===== src/hw/flash_unlock_regs.vh =====
`ifndef FLASH_UNLOCK_REGS_VH
`define FLASH_UNLOCK_REGS_VH
// Register byte offsets
`define OFS_CONTROL 8'h00
`define OFS_ADDR_LOW 8'h04
`define OFS_ADDR_HIGH 8'h08
`define OFS_D0L 8'h0c
`define OFS_D0H 8'h10
`define OFS_D1L 8'h14
`define OFS_D1H 8'h18
`define OFS_D2L 8'h1c
`define OFS_D2H 8'h20
`define OFS_D3L 8'h24
`define OFS_D3H 8'h28
`define OFS_WBUF 8'h2c
`define OFS_PAGE 8'h30
`define OFS_STATUS 8'h34
// Control fields
`define BIT_WEN 7
`define MODE_HI 6
`define MODE_LO 4
`define BIT_PEN 3
`define BIT_WINIT 2
`define BIT_RDEN 1
`define BIT_RINIT 0
`define CONTROL_RESET 8'h00
// Mode encodings
`define MODE_WRITE 3'h0
`define MODE_ERASE 3'h1
`define MODE_READ 3'h3
`define MODE_UNLOCK 3'h6
// Key bytes
`define KEY0 8'h00
`define KEY1 8'h04
`define KEY2 8'h0d
`define KEY3 8'h09
`define KEY4 8'hc3
`define KEY5 8'h40
// Time-out in ns and oscillator period in ns
`define UNLOCK_TIMEOUT_NS 300000
`define SLOW_OSC_PERIOD_NS 31250
`endif

===== src/hw/flash_unlock.v =====
`timescale 1ns/1ps
`include "flash_unlock_regs.vh"

// Operation
// - Procedure enable bit accepted in same write as mode, or later.
// - Starting the procedure starts a 300 us time-out for the key.
// - Time-out counter ticks on the slow internal oscillator.
// - Time-out or wrong key leaves writing off and clears procedure enable.
// - Correct key in time sets write-enabled flag, clears procedure enable.
// - Write-enabled flag permits flash modification through control registers.
// - Software clearing write-enabled flag disables flash writing.
// - Erase page is 32, 64 or 128 words, fixed per variant.
// - Erase page from high address plus low bits 7:5, 7:6 or 7.
// - Three extra 16-bit data words as low/high byte register pairs.
// - Processor halts while write-initiate or read-initiate is set.
// - Mode decode: 000 write, 001 erase, 011 read, 110 unlock.
// - Software writing 1 to write-enabled flag has no effect.
// - Write-initiate clears by hardware when flash write completes.
// - First data high byte write loads buffer, increments address.
module flash_unlock #(
    parameter PAGE_SHIFT = 5,
    parameter ADDR_HIGH_BITS = 5
) (
    // Clock and reset
    input wire hclk,
    input wire hresetn,
    // AHB-Lite slave
    input wire hsel,
    input wire [31:0] haddr,
    input wire [1:0] htrans,
    input wire hwrite,
    input wire [2:0] hsize,
    input wire [31:0] hwdata,
    input wire hready,
    output wire hreadyout,
    output wire hresp,
    output reg [31:0] hrdata,
    // Slow internal oscillator tick, one hclk cycle per oscillator edge
    input wire slow_osc_tick,
    // Flash macro
    input wire flash_write_done,
    input wire flash_read_done,
    output wire flash_write_allowed,
    output wire cpu_halt,
    output wire [2:0] flash_mode,
    output reg [15:0] write_buffer,
    output wire [15:0] flash_address,
    output wire [15:0] erase_page
);
    localparam TIMEOUT_TICKS = (`UNLOCK_TIMEOUT_NS + `SLOW_OSC_PERIOD_NS - 1) /
        `SLOW_OSC_PERIOD_NS;
    localparam [1:0] ST_IDLE = 2'b01;
    localparam [1:0] ST_WAIT = 2'b10;

    reg [7:0] control;
    reg [7:0] address_low_register;
    reg [7:0] address_high_register;
    reg [7:0] first_data_word_low;
    reg [7:0] first_data_word_high;
    reg [7:0] second_data_word_low;
    reg [7:0] second_data_word_high;
    reg [7:0] third_data_word_low;
    reg [7:0] third_data_word_high;
    reg [7:0] fourth_data_word_low;
    reg [7:0] fourth_data_word_high;
    reg [1:0] state;
    reg [7:0] timeout_count;
    reg key_last_written;
    reg wr_pend;
    reg [7:0] wr_addr;

    wire [7:0] wd = hwdata[7:0];
    wire take = hsel & hready & htrans[1];
    wire do_write = wr_pend;
    wire [2:0] operation_mode_field = control[`MODE_HI:`MODE_LO];
    wire write_enabled_flag = control[`BIT_WEN];
    wire unlock_procedure_enable = control[`BIT_PEN];
    wire write_unlock_mode = (operation_mode_field == `MODE_UNLOCK);
    wire [7:0] high_mask = 8'hff >> (8 - ADDR_HIGH_BITS);
    wire [5:0] key_hit;
    wire key_ok = &key_hit;
    wire timed_out = (state == ST_WAIT) && slow_osc_tick &&
        (timeout_count == TIMEOUT_TICKS[7:0] - 8'h01);
    wire ctl_wr = do_write && (wr_addr == `OFS_CONTROL);
    wire d0h_wr = do_write && (wr_addr == `OFS_D0H);
    wire [15:0] next_addr = {address_high_register, address_low_register} + 16'h0001;

    assign hreadyout = 1'b1;
    assign hresp = 1'b0;
    assign flash_write_allowed = write_enabled_flag;
    assign cpu_halt = control[`BIT_WINIT] | control[`BIT_RINIT];
    assign flash_mode = operation_mode_field;
    assign flash_address = {address_high_register, address_low_register};
    // Words inside the page are don't-care; shift them out
    assign erase_page = flash_address >> PAGE_SHIFT;

    // One comparator per key byte; a single wrong byte fails the whole key
    key_byte_match #(
        .EXPECTED(`KEY0)
    ) u_key0 (
        .value(second_data_word_low),
        .hit(key_hit[0])
    );

    key_byte_match #(
        .EXPECTED(`KEY1)
    ) u_key1 (
        .value(second_data_word_high),
        .hit(key_hit[1])
    );

    key_byte_match #(
        .EXPECTED(`KEY2)
    ) u_key2 (
        .value(third_data_word_low),
        .hit(key_hit[2])
    );

    key_byte_match #(
        .EXPECTED(`KEY3)
    ) u_key3 (
        .value(third_data_word_high),
        .hit(key_hit[3])
    );

    key_byte_match #(
        .EXPECTED(`KEY4)
    ) u_key4 (
        .value(fourth_data_word_low),
        .hit(key_hit[4])
    );

    key_byte_match #(
        .EXPECTED(`KEY5)
    ) u_key5 (
        .value(fourth_data_word_high),
        .hit(key_hit[5])
    );

    // Address phase capture; slave is zero-wait so writes land one cycle later
    always @(posedge hclk or negedge hresetn) begin
        if (!hresetn) begin
            wr_pend <= 1'b0;
            wr_addr <= 8'h00;
        end else begin
            wr_pend <= take & hwrite;
            wr_addr <= {haddr[7:2], 2'b00};
        end
    end

    // Read data, registered in the address phase, driven in the data phase
    always @(posedge hclk or negedge hresetn) begin
        if (!hresetn) begin
            hrdata <= 32'h00000000;
        end else if (take & ~hwrite) begin
            case ({haddr[7:2], 2'b00})
                `OFS_CONTROL: hrdata <= {24'h000000, control};
                `OFS_ADDR_LOW: hrdata <= {24'h000000, address_low_register};
                `OFS_ADDR_HIGH: hrdata <= {24'h000000, address_high_register};
                `OFS_D0L: hrdata <= {24'h000000, first_data_word_low};
                `OFS_D0H: hrdata <= {24'h000000, first_data_word_high};
                `OFS_D1L: hrdata <= {24'h000000, second_data_word_low};
                `OFS_D1H: hrdata <= {24'h000000, second_data_word_high};
                `OFS_D2L: hrdata <= {24'h000000, third_data_word_low};
                `OFS_D2H: hrdata <= {24'h000000, third_data_word_high};
                `OFS_D3L: hrdata <= {24'h000000, fourth_data_word_low};
                `OFS_D3H: hrdata <= {24'h000000, fourth_data_word_high};
                `OFS_WBUF: hrdata <= {16'h0000, write_buffer};
                `OFS_PAGE: hrdata <= {16'h0000, erase_page};
                `OFS_STATUS: hrdata <= {30'h00000000, state};
                default: hrdata <= 32'h00000000;
            endcase
        end
    end

    // Data registers
    always @(posedge hclk or negedge hresetn) begin
        if (!hresetn) begin
            first_data_word_low <= 8'h00;
            first_data_word_high <= 8'h00;
            second_data_word_low <= 8'h00;
            second_data_word_high <= 8'h00;
            third_data_word_low <= 8'h00;
            third_data_word_high <= 8'h00;
            fourth_data_word_low <= 8'h00;
            fourth_data_word_high <= 8'h00;
            write_buffer <= 16'h0000;
        end else if (do_write) begin
            case (wr_addr)
                `OFS_D0L: first_data_word_low <= wd;
                `OFS_D0H: begin
                    first_data_word_high <= wd;
                    write_buffer <= {wd, first_data_word_low};
                end
                `OFS_D1L: second_data_word_low <= wd;
                `OFS_D1H: second_data_word_high <= wd;
                `OFS_D2L: third_data_word_low <= wd;
                `OFS_D2H: third_data_word_high <= wd;
                `OFS_D3L: fourth_data_word_low <= wd;
                `OFS_D3H: fourth_data_word_high <= wd;
                default: ;
            endcase
        end
    end

    // Address pair; the first data word high-byte write auto-increments it
    always @(posedge hclk or negedge hresetn) begin
        if (!hresetn) begin
            address_low_register <= 8'h00;
            address_high_register <= 8'h00;
        end else if (d0h_wr) begin
            address_low_register <= next_addr[7:0];
            address_high_register <= next_addr[15:8] & high_mask;
        end else if (do_write && wr_addr == `OFS_ADDR_LOW) begin
            address_low_register <= wd;
        end else if (do_write && wr_addr == `OFS_ADDR_HIGH) begin
            address_high_register <= wd & high_mask;
        end
    end

    // Key check is armed by the last key byte so the compare sees a full key
    always @(posedge hclk or negedge hresetn) begin
        if (!hresetn) begin
            key_last_written <= 1'b0;
        end else begin
            key_last_written <= do_write && (wr_addr == `OFS_D3H);
        end
    end

    // Unlock sequencer; the time-out runs only on slow oscillator ticks
    // The first tick lands anywhere in its period, so the window is nine to ten periods
    always @(posedge hclk or negedge hresetn) begin
        if (!hresetn) begin
            state <= ST_IDLE;
            timeout_count <= 8'h00;
        end else begin
            case (state)
                ST_IDLE: begin
                    timeout_count <= 8'h00;
                    if (unlock_procedure_enable && write_unlock_mode) begin
                        state <= ST_WAIT;
                    end
                end
                ST_WAIT: begin
                    if (slow_osc_tick) begin
                        timeout_count <= timeout_count + 8'h01;
                    end
                    if (key_last_written || timed_out || !unlock_procedure_enable) begin
                        state <= ST_IDLE;
                    end
                end
                default: state <= ST_IDLE;
            endcase
        end
    end

    wire unlock_end = (state == ST_WAIT) && (key_last_written || timed_out);
    wire unlock_pass = (state == ST_WAIT) && key_last_written && key_ok && !timed_out;

    // Control register; hardware set beats software clear
    always @(posedge hclk or negedge hresetn) begin
        if (!hresetn) begin
            control <= `CONTROL_RESET;
        end else begin
            if (ctl_wr) begin
                control[`MODE_HI:`MODE_LO] <= wd[`MODE_HI:`MODE_LO];
                control[`BIT_PEN] <= wd[`BIT_PEN];
                control[`BIT_RDEN] <= wd[`BIT_RDEN];
                control[`BIT_WINIT] <= wd[`BIT_WINIT] & write_enabled_flag;
                control[`BIT_RINIT] <= wd[`BIT_RINIT] & wd[`BIT_RDEN];
                if (!wd[`BIT_WEN]) begin
                    control[`BIT_WEN] <= 1'b0;
                end
            end
            if (flash_write_done) begin
                control[`BIT_WINIT] <= 1'b0;
            end
            if (flash_read_done) begin
                control[`BIT_RINIT] <= 1'b0;
            end
            if (unlock_end) begin
                control[`BIT_PEN] <= 1'b0;
            end
            if (unlock_pass) begin
                control[`BIT_WEN] <= 1'b1;
            end
        end
    end
endmodule

// Compares one stored byte against a fixed key value
module key_byte_match #(
    parameter [7:0] EXPECTED = 8'h00
) (
    // Stored byte
    input wire [7:0] value,
    // Match result
    output wire hit
);
    assign hit = (value == EXPECTED);
endmodule


===== config.mk =====
export PLATFORM = sky130hd
export DESIGN_NAME = flash_unlock
export DESIGN_NICKNAME = d
export VERILOG_FILES = /design/src/hw/flash_unlock.v
export VERILOG_INCLUDE_DIRS = /design/src /design/src/hw
export SDC_FILE = /design/constraint.sdc
export NUM_CORES = 1
export LEC_CHECK = 0
export ABC_CLOCK_PERIOD_IN_PS = 2200
export BUFFER_PORTS_ARGS = -buffer_cell sky130_fd_sc_hd__buf_4
export CORE_MARGIN = 1
export CORE_UTILIZATION = 54
export DETAILED_ROUTE_END_ITERATION = 8
export PLACE_DENSITY = 0.84
export SLEW_MARGIN = 30
export SYNTH_ARGS = -nofsm -noshare
export SYNTH_HDL_FRONTEND = slang
export SYNTH_SLANG_ARGS = --single-unit

===== constraint.sdc =====
create_clock -name hclk -period 2.2 [get_ports hclk]
set_input_delay 0.33 -clock hclk [delete_from_list [all_inputs] [get_ports hclk]]
set_output_delay 0.33 -clock hclk [all_outputs]
set_load 0.05 [all_outputs]

# After elaboration in Yosys (flattened, before gate mapping)
# Index checks and enable logic that the tools add are counted.
# Widths: inputs -> output; s select.
[classes]
add_sub_neg = 2
n_eq_ne = 37
mux = 17
bitwise_logic = 8
n_reduce_logical = 39
[ops]
columns = ["operator", "count"]
rows = [
  ["$pmux 16 s14", 1],
  ["$mux 8", 7],
  ["$eq 6x4->1 const B", 9],
  ["$eq 6x3->1 const B", 8],
  ["$eq 6x2->1 const B", 4],
  ["$eq 8x4->1 const B", 3],
  ["$reduce_and 2->1", 12],
  ["$logic_not 8->1", 2],
  ["$pmux 8 s2", 1],
  ["$reduce_bool 2->1", 7],
  ["$add 13x1->13 const B", 1],
  ["$eq 6x1->1 const B", 2],
  ["$logic_and 1x1->1", 12],
  ["$add 8x1->8 const B", 1],
  ["$eq 8x3->1 const B", 1],
  ["$eq 8x7->1 const B", 1],
  ["$eq 8x8->1 const B", 1],
  ["$and 1x1->1", 6],
  ["$logic_not 6->1", 1],
  ["$ne 2x2->1 const B", 3],
  ["$reduce_and 6->1", 1],
  ["$mux 1", 5],
  ["$mux 2", 2],
  ["$ne 2x1->1 const B", 2],
  ["other kinds (8)", 10],
]
[totals]
register_bits = 154
out_inout_bits = 87
word_cells = 125

# Depth between registers and ports, before layout
[depth]
depth_word = 7
mapped_depth = 8

# Cells and area by module
# A second synthesis with hierarchy kept.
[hier_totals]
cells_unflattened = 631
hier_area_um2 = 6618.8
[by_module_without_submodules]
columns = ["mod", "n_inst", "cells_per_inst", "area_per_inst_um2", "seq_area_each_um2"]
rows = [
  ["flash_unlock", 1, 613, 6477.5, 3179.3],
  ["key_byte_match (u_key1 ...)", 2, 3, 20.0, 0.0],
  ["key_byte_match (u_key3)", 1, 3, 28.8, 0.0],
  ["key_byte_match (u_key4)", 1, 3, 27.5, 0.0],
  ["key_byte_match (u_key2)", 1, 3, 26.3, 0.0],
  ["key_byte_match (u_key0)", 1, 3, 18.8, 0.0],
]

# Least setup slack after synthesis
# No wires, ideal clock.
[synth_path]
kind = "flip-flop to flip-flop"
from = "register address_low_register[0]"
to = "register address_high_register[4]"
setup_slack_ns = 0.106
stages_incl_launch_ff = 7
path_buffers = 0
setup_time_ns = 0.126
period_less_slack_ns = 2.094
t_arrival_ns = 1.968
path_cell_list = "dfrtp_1 -> ha_1 -> nand4_1 -> nor3_1 -> nand3_1 -> a21o_1 -> a221o_1"
[synth_between]
elab_chain_len = 2
[synth_lines]
columns = ["element", "line", "text"]
rows = [
  ["start, declared", "flash_unlock.v:56", "reg [7:0] address_low_register;"],
  ["start signal, assigned", "flash_unlock.v:212", "address_low_register <= next_addr[7:0];"],
  ["start signal, assigned", "flash_unlock.v:215", "address_low_register <= wd;"],
  ["$add 13x1->13", "flash_unlock.v:86", "wire [15:0] next_addr = {address_high_register, address_low_register} + 16'h0001;"],
  ["$mux 8", "flash_unlock.v:211", "end else if (d0h_wr) begin"],
  ["end signal, assigned", "flash_unlock.v:213", "address_high_register <= next_addr[15:8] & high_mask;"],
  ["end signal, assigned", "flash_unlock.v:217", "address_high_register <= wd & high_mask;"],
  ["end, declared", "flash_unlock.v:57", "reg [7:0] address_high_register;"],
]
# Every way passes these cells.
# A chain may end at the register's enable or synchronous reset.

# Final worst setup path
[layout_path]
from = "register wr_addr[3]"
to = "register address_low_register[3]"
[layout_between]
elab_chain_len = 3
[layout_lines]
columns = ["element", "line", "text"]
rows = [
  ["start, declared", "flash_unlock.v:70", "reg [7:0] wr_addr;"],
  ["start signal, assigned", "flash_unlock.v:147", "wr_addr <= {haddr[7:2], 2'b00};"],
  ["$eq 6x3->1 / $eq 6x1->1 (equally long branches)", "--", ""],
  ["$logic_and 1x1->1, on equally long branches", "--", ""],
  ["$mux 8 / $reduce_bool 2->1 (equally long branches)", "--", ""],
]
# Parallel ways exist; a longest one is shown, timed or not.

==> results by group <==
Floorplanning
  • I/O pin cnt: about 160
  • # rows: 39
  • Die height: around 110 um
  • Die W: roughly 110 um
  • Core ar.: between 10000 and 15000 um^2
  • Die area: about 13000 um^2
  • Initial Utilization: 56.5%

Global route
  • Initial antenna violation count: 0
  • Grt total ovfl: 0
  • GRT Total Usage: 31.5%
  • First-pass GRT wire length: between 20000 and 30000 um
  • Vias in the first global route: 5209
  • Pin count of the biggest net entering global routing: 44

Yosys
  • Yosys cell types: 66
  • Ys flop type: dfrtp_1
  • Mux contribution to synthesized area: 18.1%
  • Asr flop ratio synth: 100%
  • Area contributors post-synth: dfrtp_1 (48%), mux2_2 (12%), buf_4 (5.2%), nand2_1 (4.9%), mux4_2 (3.8%)
  • Post-Synth Adder-Cell Area: less than 1%
  • Post-Syn Area: around 6600 um^2
  • Synth Register Bits: 127
  • Yosys top cell area share: a little under half
  • Largest family of logic cells by synthesized area: multiplexers
  • Post-synthesis compound-gate area fraction: 9.12%
  • Xor/xnor share of the synthesized area: less than 1%
  • Synth Warn #: 0
  • Post-synth EDFFs: 0
  • Post-synthesis sequential area ratio: approximately 48%
  • Syn Area/Cell: 11.0 um^2
  • Simple-gate portion of the synthesized area: 16.1%
  • Post-Synthesis Cells: 600
  • Cell accounting for the most synthesized area: dfrtp_1

Worst setup path
  • CP cell instances: or4b_1 > nor2_8 > nor2_1 > o21ai_0 > o311ai_0
  • FF-to-FF setup slack: between 0.08 and 0.09 ns
  • Critical path class: reg2reg
  • Worst R2R Start: wr_addr[3]$_DFF_PN0_
  • Worst Path Arrival: 2.38 ns
  • Worst setup startpoint: wr_addr[3]$_DFF_PN0_
  • R2R depth: 5
  • Slowest stage delay, CP: roughly 0.74 ns
  • Crit path launch type: register
  • Crit path max-delay cell type: or4b_1
  • Worst EP required: 2.46 ns
  • CP Capture Type: register
  • Crit-path max FO: 10
  • RR Endpoint: address_low_register[3]$_DFFE_PN0P_
  • Crit path to: address_low_register[3]$_DFFE_PN0P_

Cells and area
  • Commonest non-fill, non-tap cells in the layout: dfrtp_1 (126), buf_4 (99), nand2_1 (86), mux2_2 (73), conb_1 (29)
  • Area Overhead vs Synth: 19.2%
  • Layout Nets: approximately 760
  • Antenna cells: 0
  • Fin area: between 7000 and 8000 um^2
  • Commonest non-fill, non-tap cell in the layout: dfrtp_1
  • Share of layout cells above drive strength 1: 34.1%

STA
  • Slew HR: approximately three fifths
  • Slew Viols, Final: 0
  • Final worst path period share: about 96%
  • Hold Worst Slack: between 0.05 and 0.06 ns
  • Final hold violation count: 0
  • Worst clock skew: around 0.007 ns
  • Fmax: about 470 MHz
  • Final TNS setup: 0 ns
  • Slew at the pin closest to its max-slew limit: 0.600 ns
  • Setup repair after global routing missed its margin: no
  • Setup violators final: 0
  • Crit path setup slack, layout: 0.0852 ns
  • Minimum clock period: about 2.1 ns

Routing
  • Vias/cell: about 6.4
  • Drt wl/cell: between 20 and 25 um
  • Routed via count: between 5000 and 6000
  • DRC Markers: 0
  • Drt first pass iters: 5
  • Iteration-0 DRC count of the detailed router: approximately 500
  • Routed Antenna Nets: 0
  • Final WL: around 19000 um

CTS
  • TritonCTS buffer count: 17
  • Clock transition at path regs: approximately 0.06 ns
  • Clock root cell: clkbuf_16
  • Clock latency on the worst-skew pair: about 0.42 ns
  • Postcts setup bufs: 0
  • Clk buf depth: 2
  • TritonCTS clock tree: done
  • Clock sink total: 127
  • H-tree Lvls: 4

Place
  • DPL Wire Length: roughly 13000 um
  • # port buffers: 80
  • Cell Area, Placed: between 7000 and 8000 um^2
  • Placer Congestion: 0.936
  • Pre-CTS setup slack: about 0.17 ns

Worst hold path
  • Hold Path Class: in2reg

Power
  • LEAKAGE: approximately 3.7 nW
  • Power Density: between 700 and 800 nW/um^2
  • Worst IR Drop VDD: around 630 uV

Run
  • Max-Cap Viols: 0

Run status
  • Status: finished, final reports clean
metrics by stage:
| stage | instances | utilization [%] | total power [W] |
|---|---|---|---|
| 2_1_floorplan | 627 | - | 0.00309 |
| 3_3_place_gp | 804 | 62.2 | 0.00330 |
| 3_5_place_dp | 804 | 62.2 | 0.00332 |
| 4_1_cts | 837 | 67.3 | 0.00610 |
| 5_1_grt | 837 | 67.3 | 0.00626 |
| 6_report | 837 | 67.3 | 0.00609 |
synthesized netlist by cell type (3+ instances only):
library cell  instances
buf_4                46
a31oi_1               4
mux2i_1              12
ha_1                  3
a22oi_1               9
buf_2                10
nor3_1                9
or2_2                 4
inv_1                 9
mux2_2               73
nand3b_1              4
nor2_1               29
nand2_1              86
a22o_1                9
o21ai_0              17
clkbuf_1             13
nor4b_1               3
nor4_1                8
nor2b_1               4
o21a_1                4
nand4_1               8
a21oi_1              11
nand3_1              20
a211oi_1              4
mux4_2               11
a221o_1               4
nor2_2                3
and3_1                4
or3_1                 3
dfrtp_1             126
nor2_4                3
worst min path at each step:
stage                    startpoint                                    to  slack (ns)  cells past startpoint
floorplan                   hresetn  address_high_register[0]$_DFFE_PN0P_        0.03                      0
global placement            hresetn  address_high_register[4]$_DFFE_PN0P_        0.35                      1
detailed placement          hresetn  address_high_register[4]$_DFFE_PN0P_        0.35                      1
CTS                 flash_read_done                control[0]$_DFFE_PN0P_        0.04                      2
global route        flash_read_done                control[0]$_DFFE_PN0P_        0.05                      2
finish              flash_read_done                control[0]$_DFFE_PN0P_        0.05                      2
registers in the layout, summed over array words and instances (netlist names), 2 cells and up:
signal and flops:
fourth_data_word_high 8, timeout_count 8, second_data_word_high 8, third_data_word_high 8, first_data_word_low 8, third_data_word_low 8
hrdata 16, address_high_register 5, write_buffer 16, control 8, second_data_word_low 8, fourth_data_word_low 8
wr_addr 6, address_low_register 8, state 2
kinds of logic after synthesis:
logic type / Yosys count
mux: 96
simple gates: 206
fa+ha+maj: 3
compound gates: 84
xor+xnor: 4
other cells: 2
flops: 127
buf+inv: 78
area by class of cell:
class                      instances  area, um^2
inverter                           9        33.8
tap                              143         179
sequential                       127        3180
clock inverter                    14         163
clock buffer                      18         429
timing repair buffer             104         833
multi-input combinational        422        3030
fill                             869        3810
timing repair:
action                                  4_1_cts  5_1_grt
hold endpoints to repair                     36        0
gates resized for setup                       0        0
endpoints found under the setup margin        0        0
hold buffers                                  1        0
power by group:
| part | switching [W] | internal [W] |
|---|---|---|
| Clock | 0.00112 | 0.00168 |
| Combinational | 0.000538 | 0.000234 |
| Sequential | 0.000101 | 0.00242 |
| Total | 0.00176 | 0.00433 |
worst max-delay path: cells and delay by family (launching register included):
| kind | cells | cell delay [ns] |
|---|---|---|
| compound gates | 2 | 0.37 |
| flops | 1 | 0.42 |
| simple gates | 3 | 1.15 |
per-layer routing:
metal  part of all wire, %  vias to the layer above  global-route usage (%)
li1                      -                     2274                       -
met1                    40                     2660                    40.5
met2                    47                      335                    49.6
met3                    10                       53                    8.48
met4                   3.6                        0                    15.1
met5                     0                        -                       0
No activity file was read; power rests on OpenSTA's default activity.
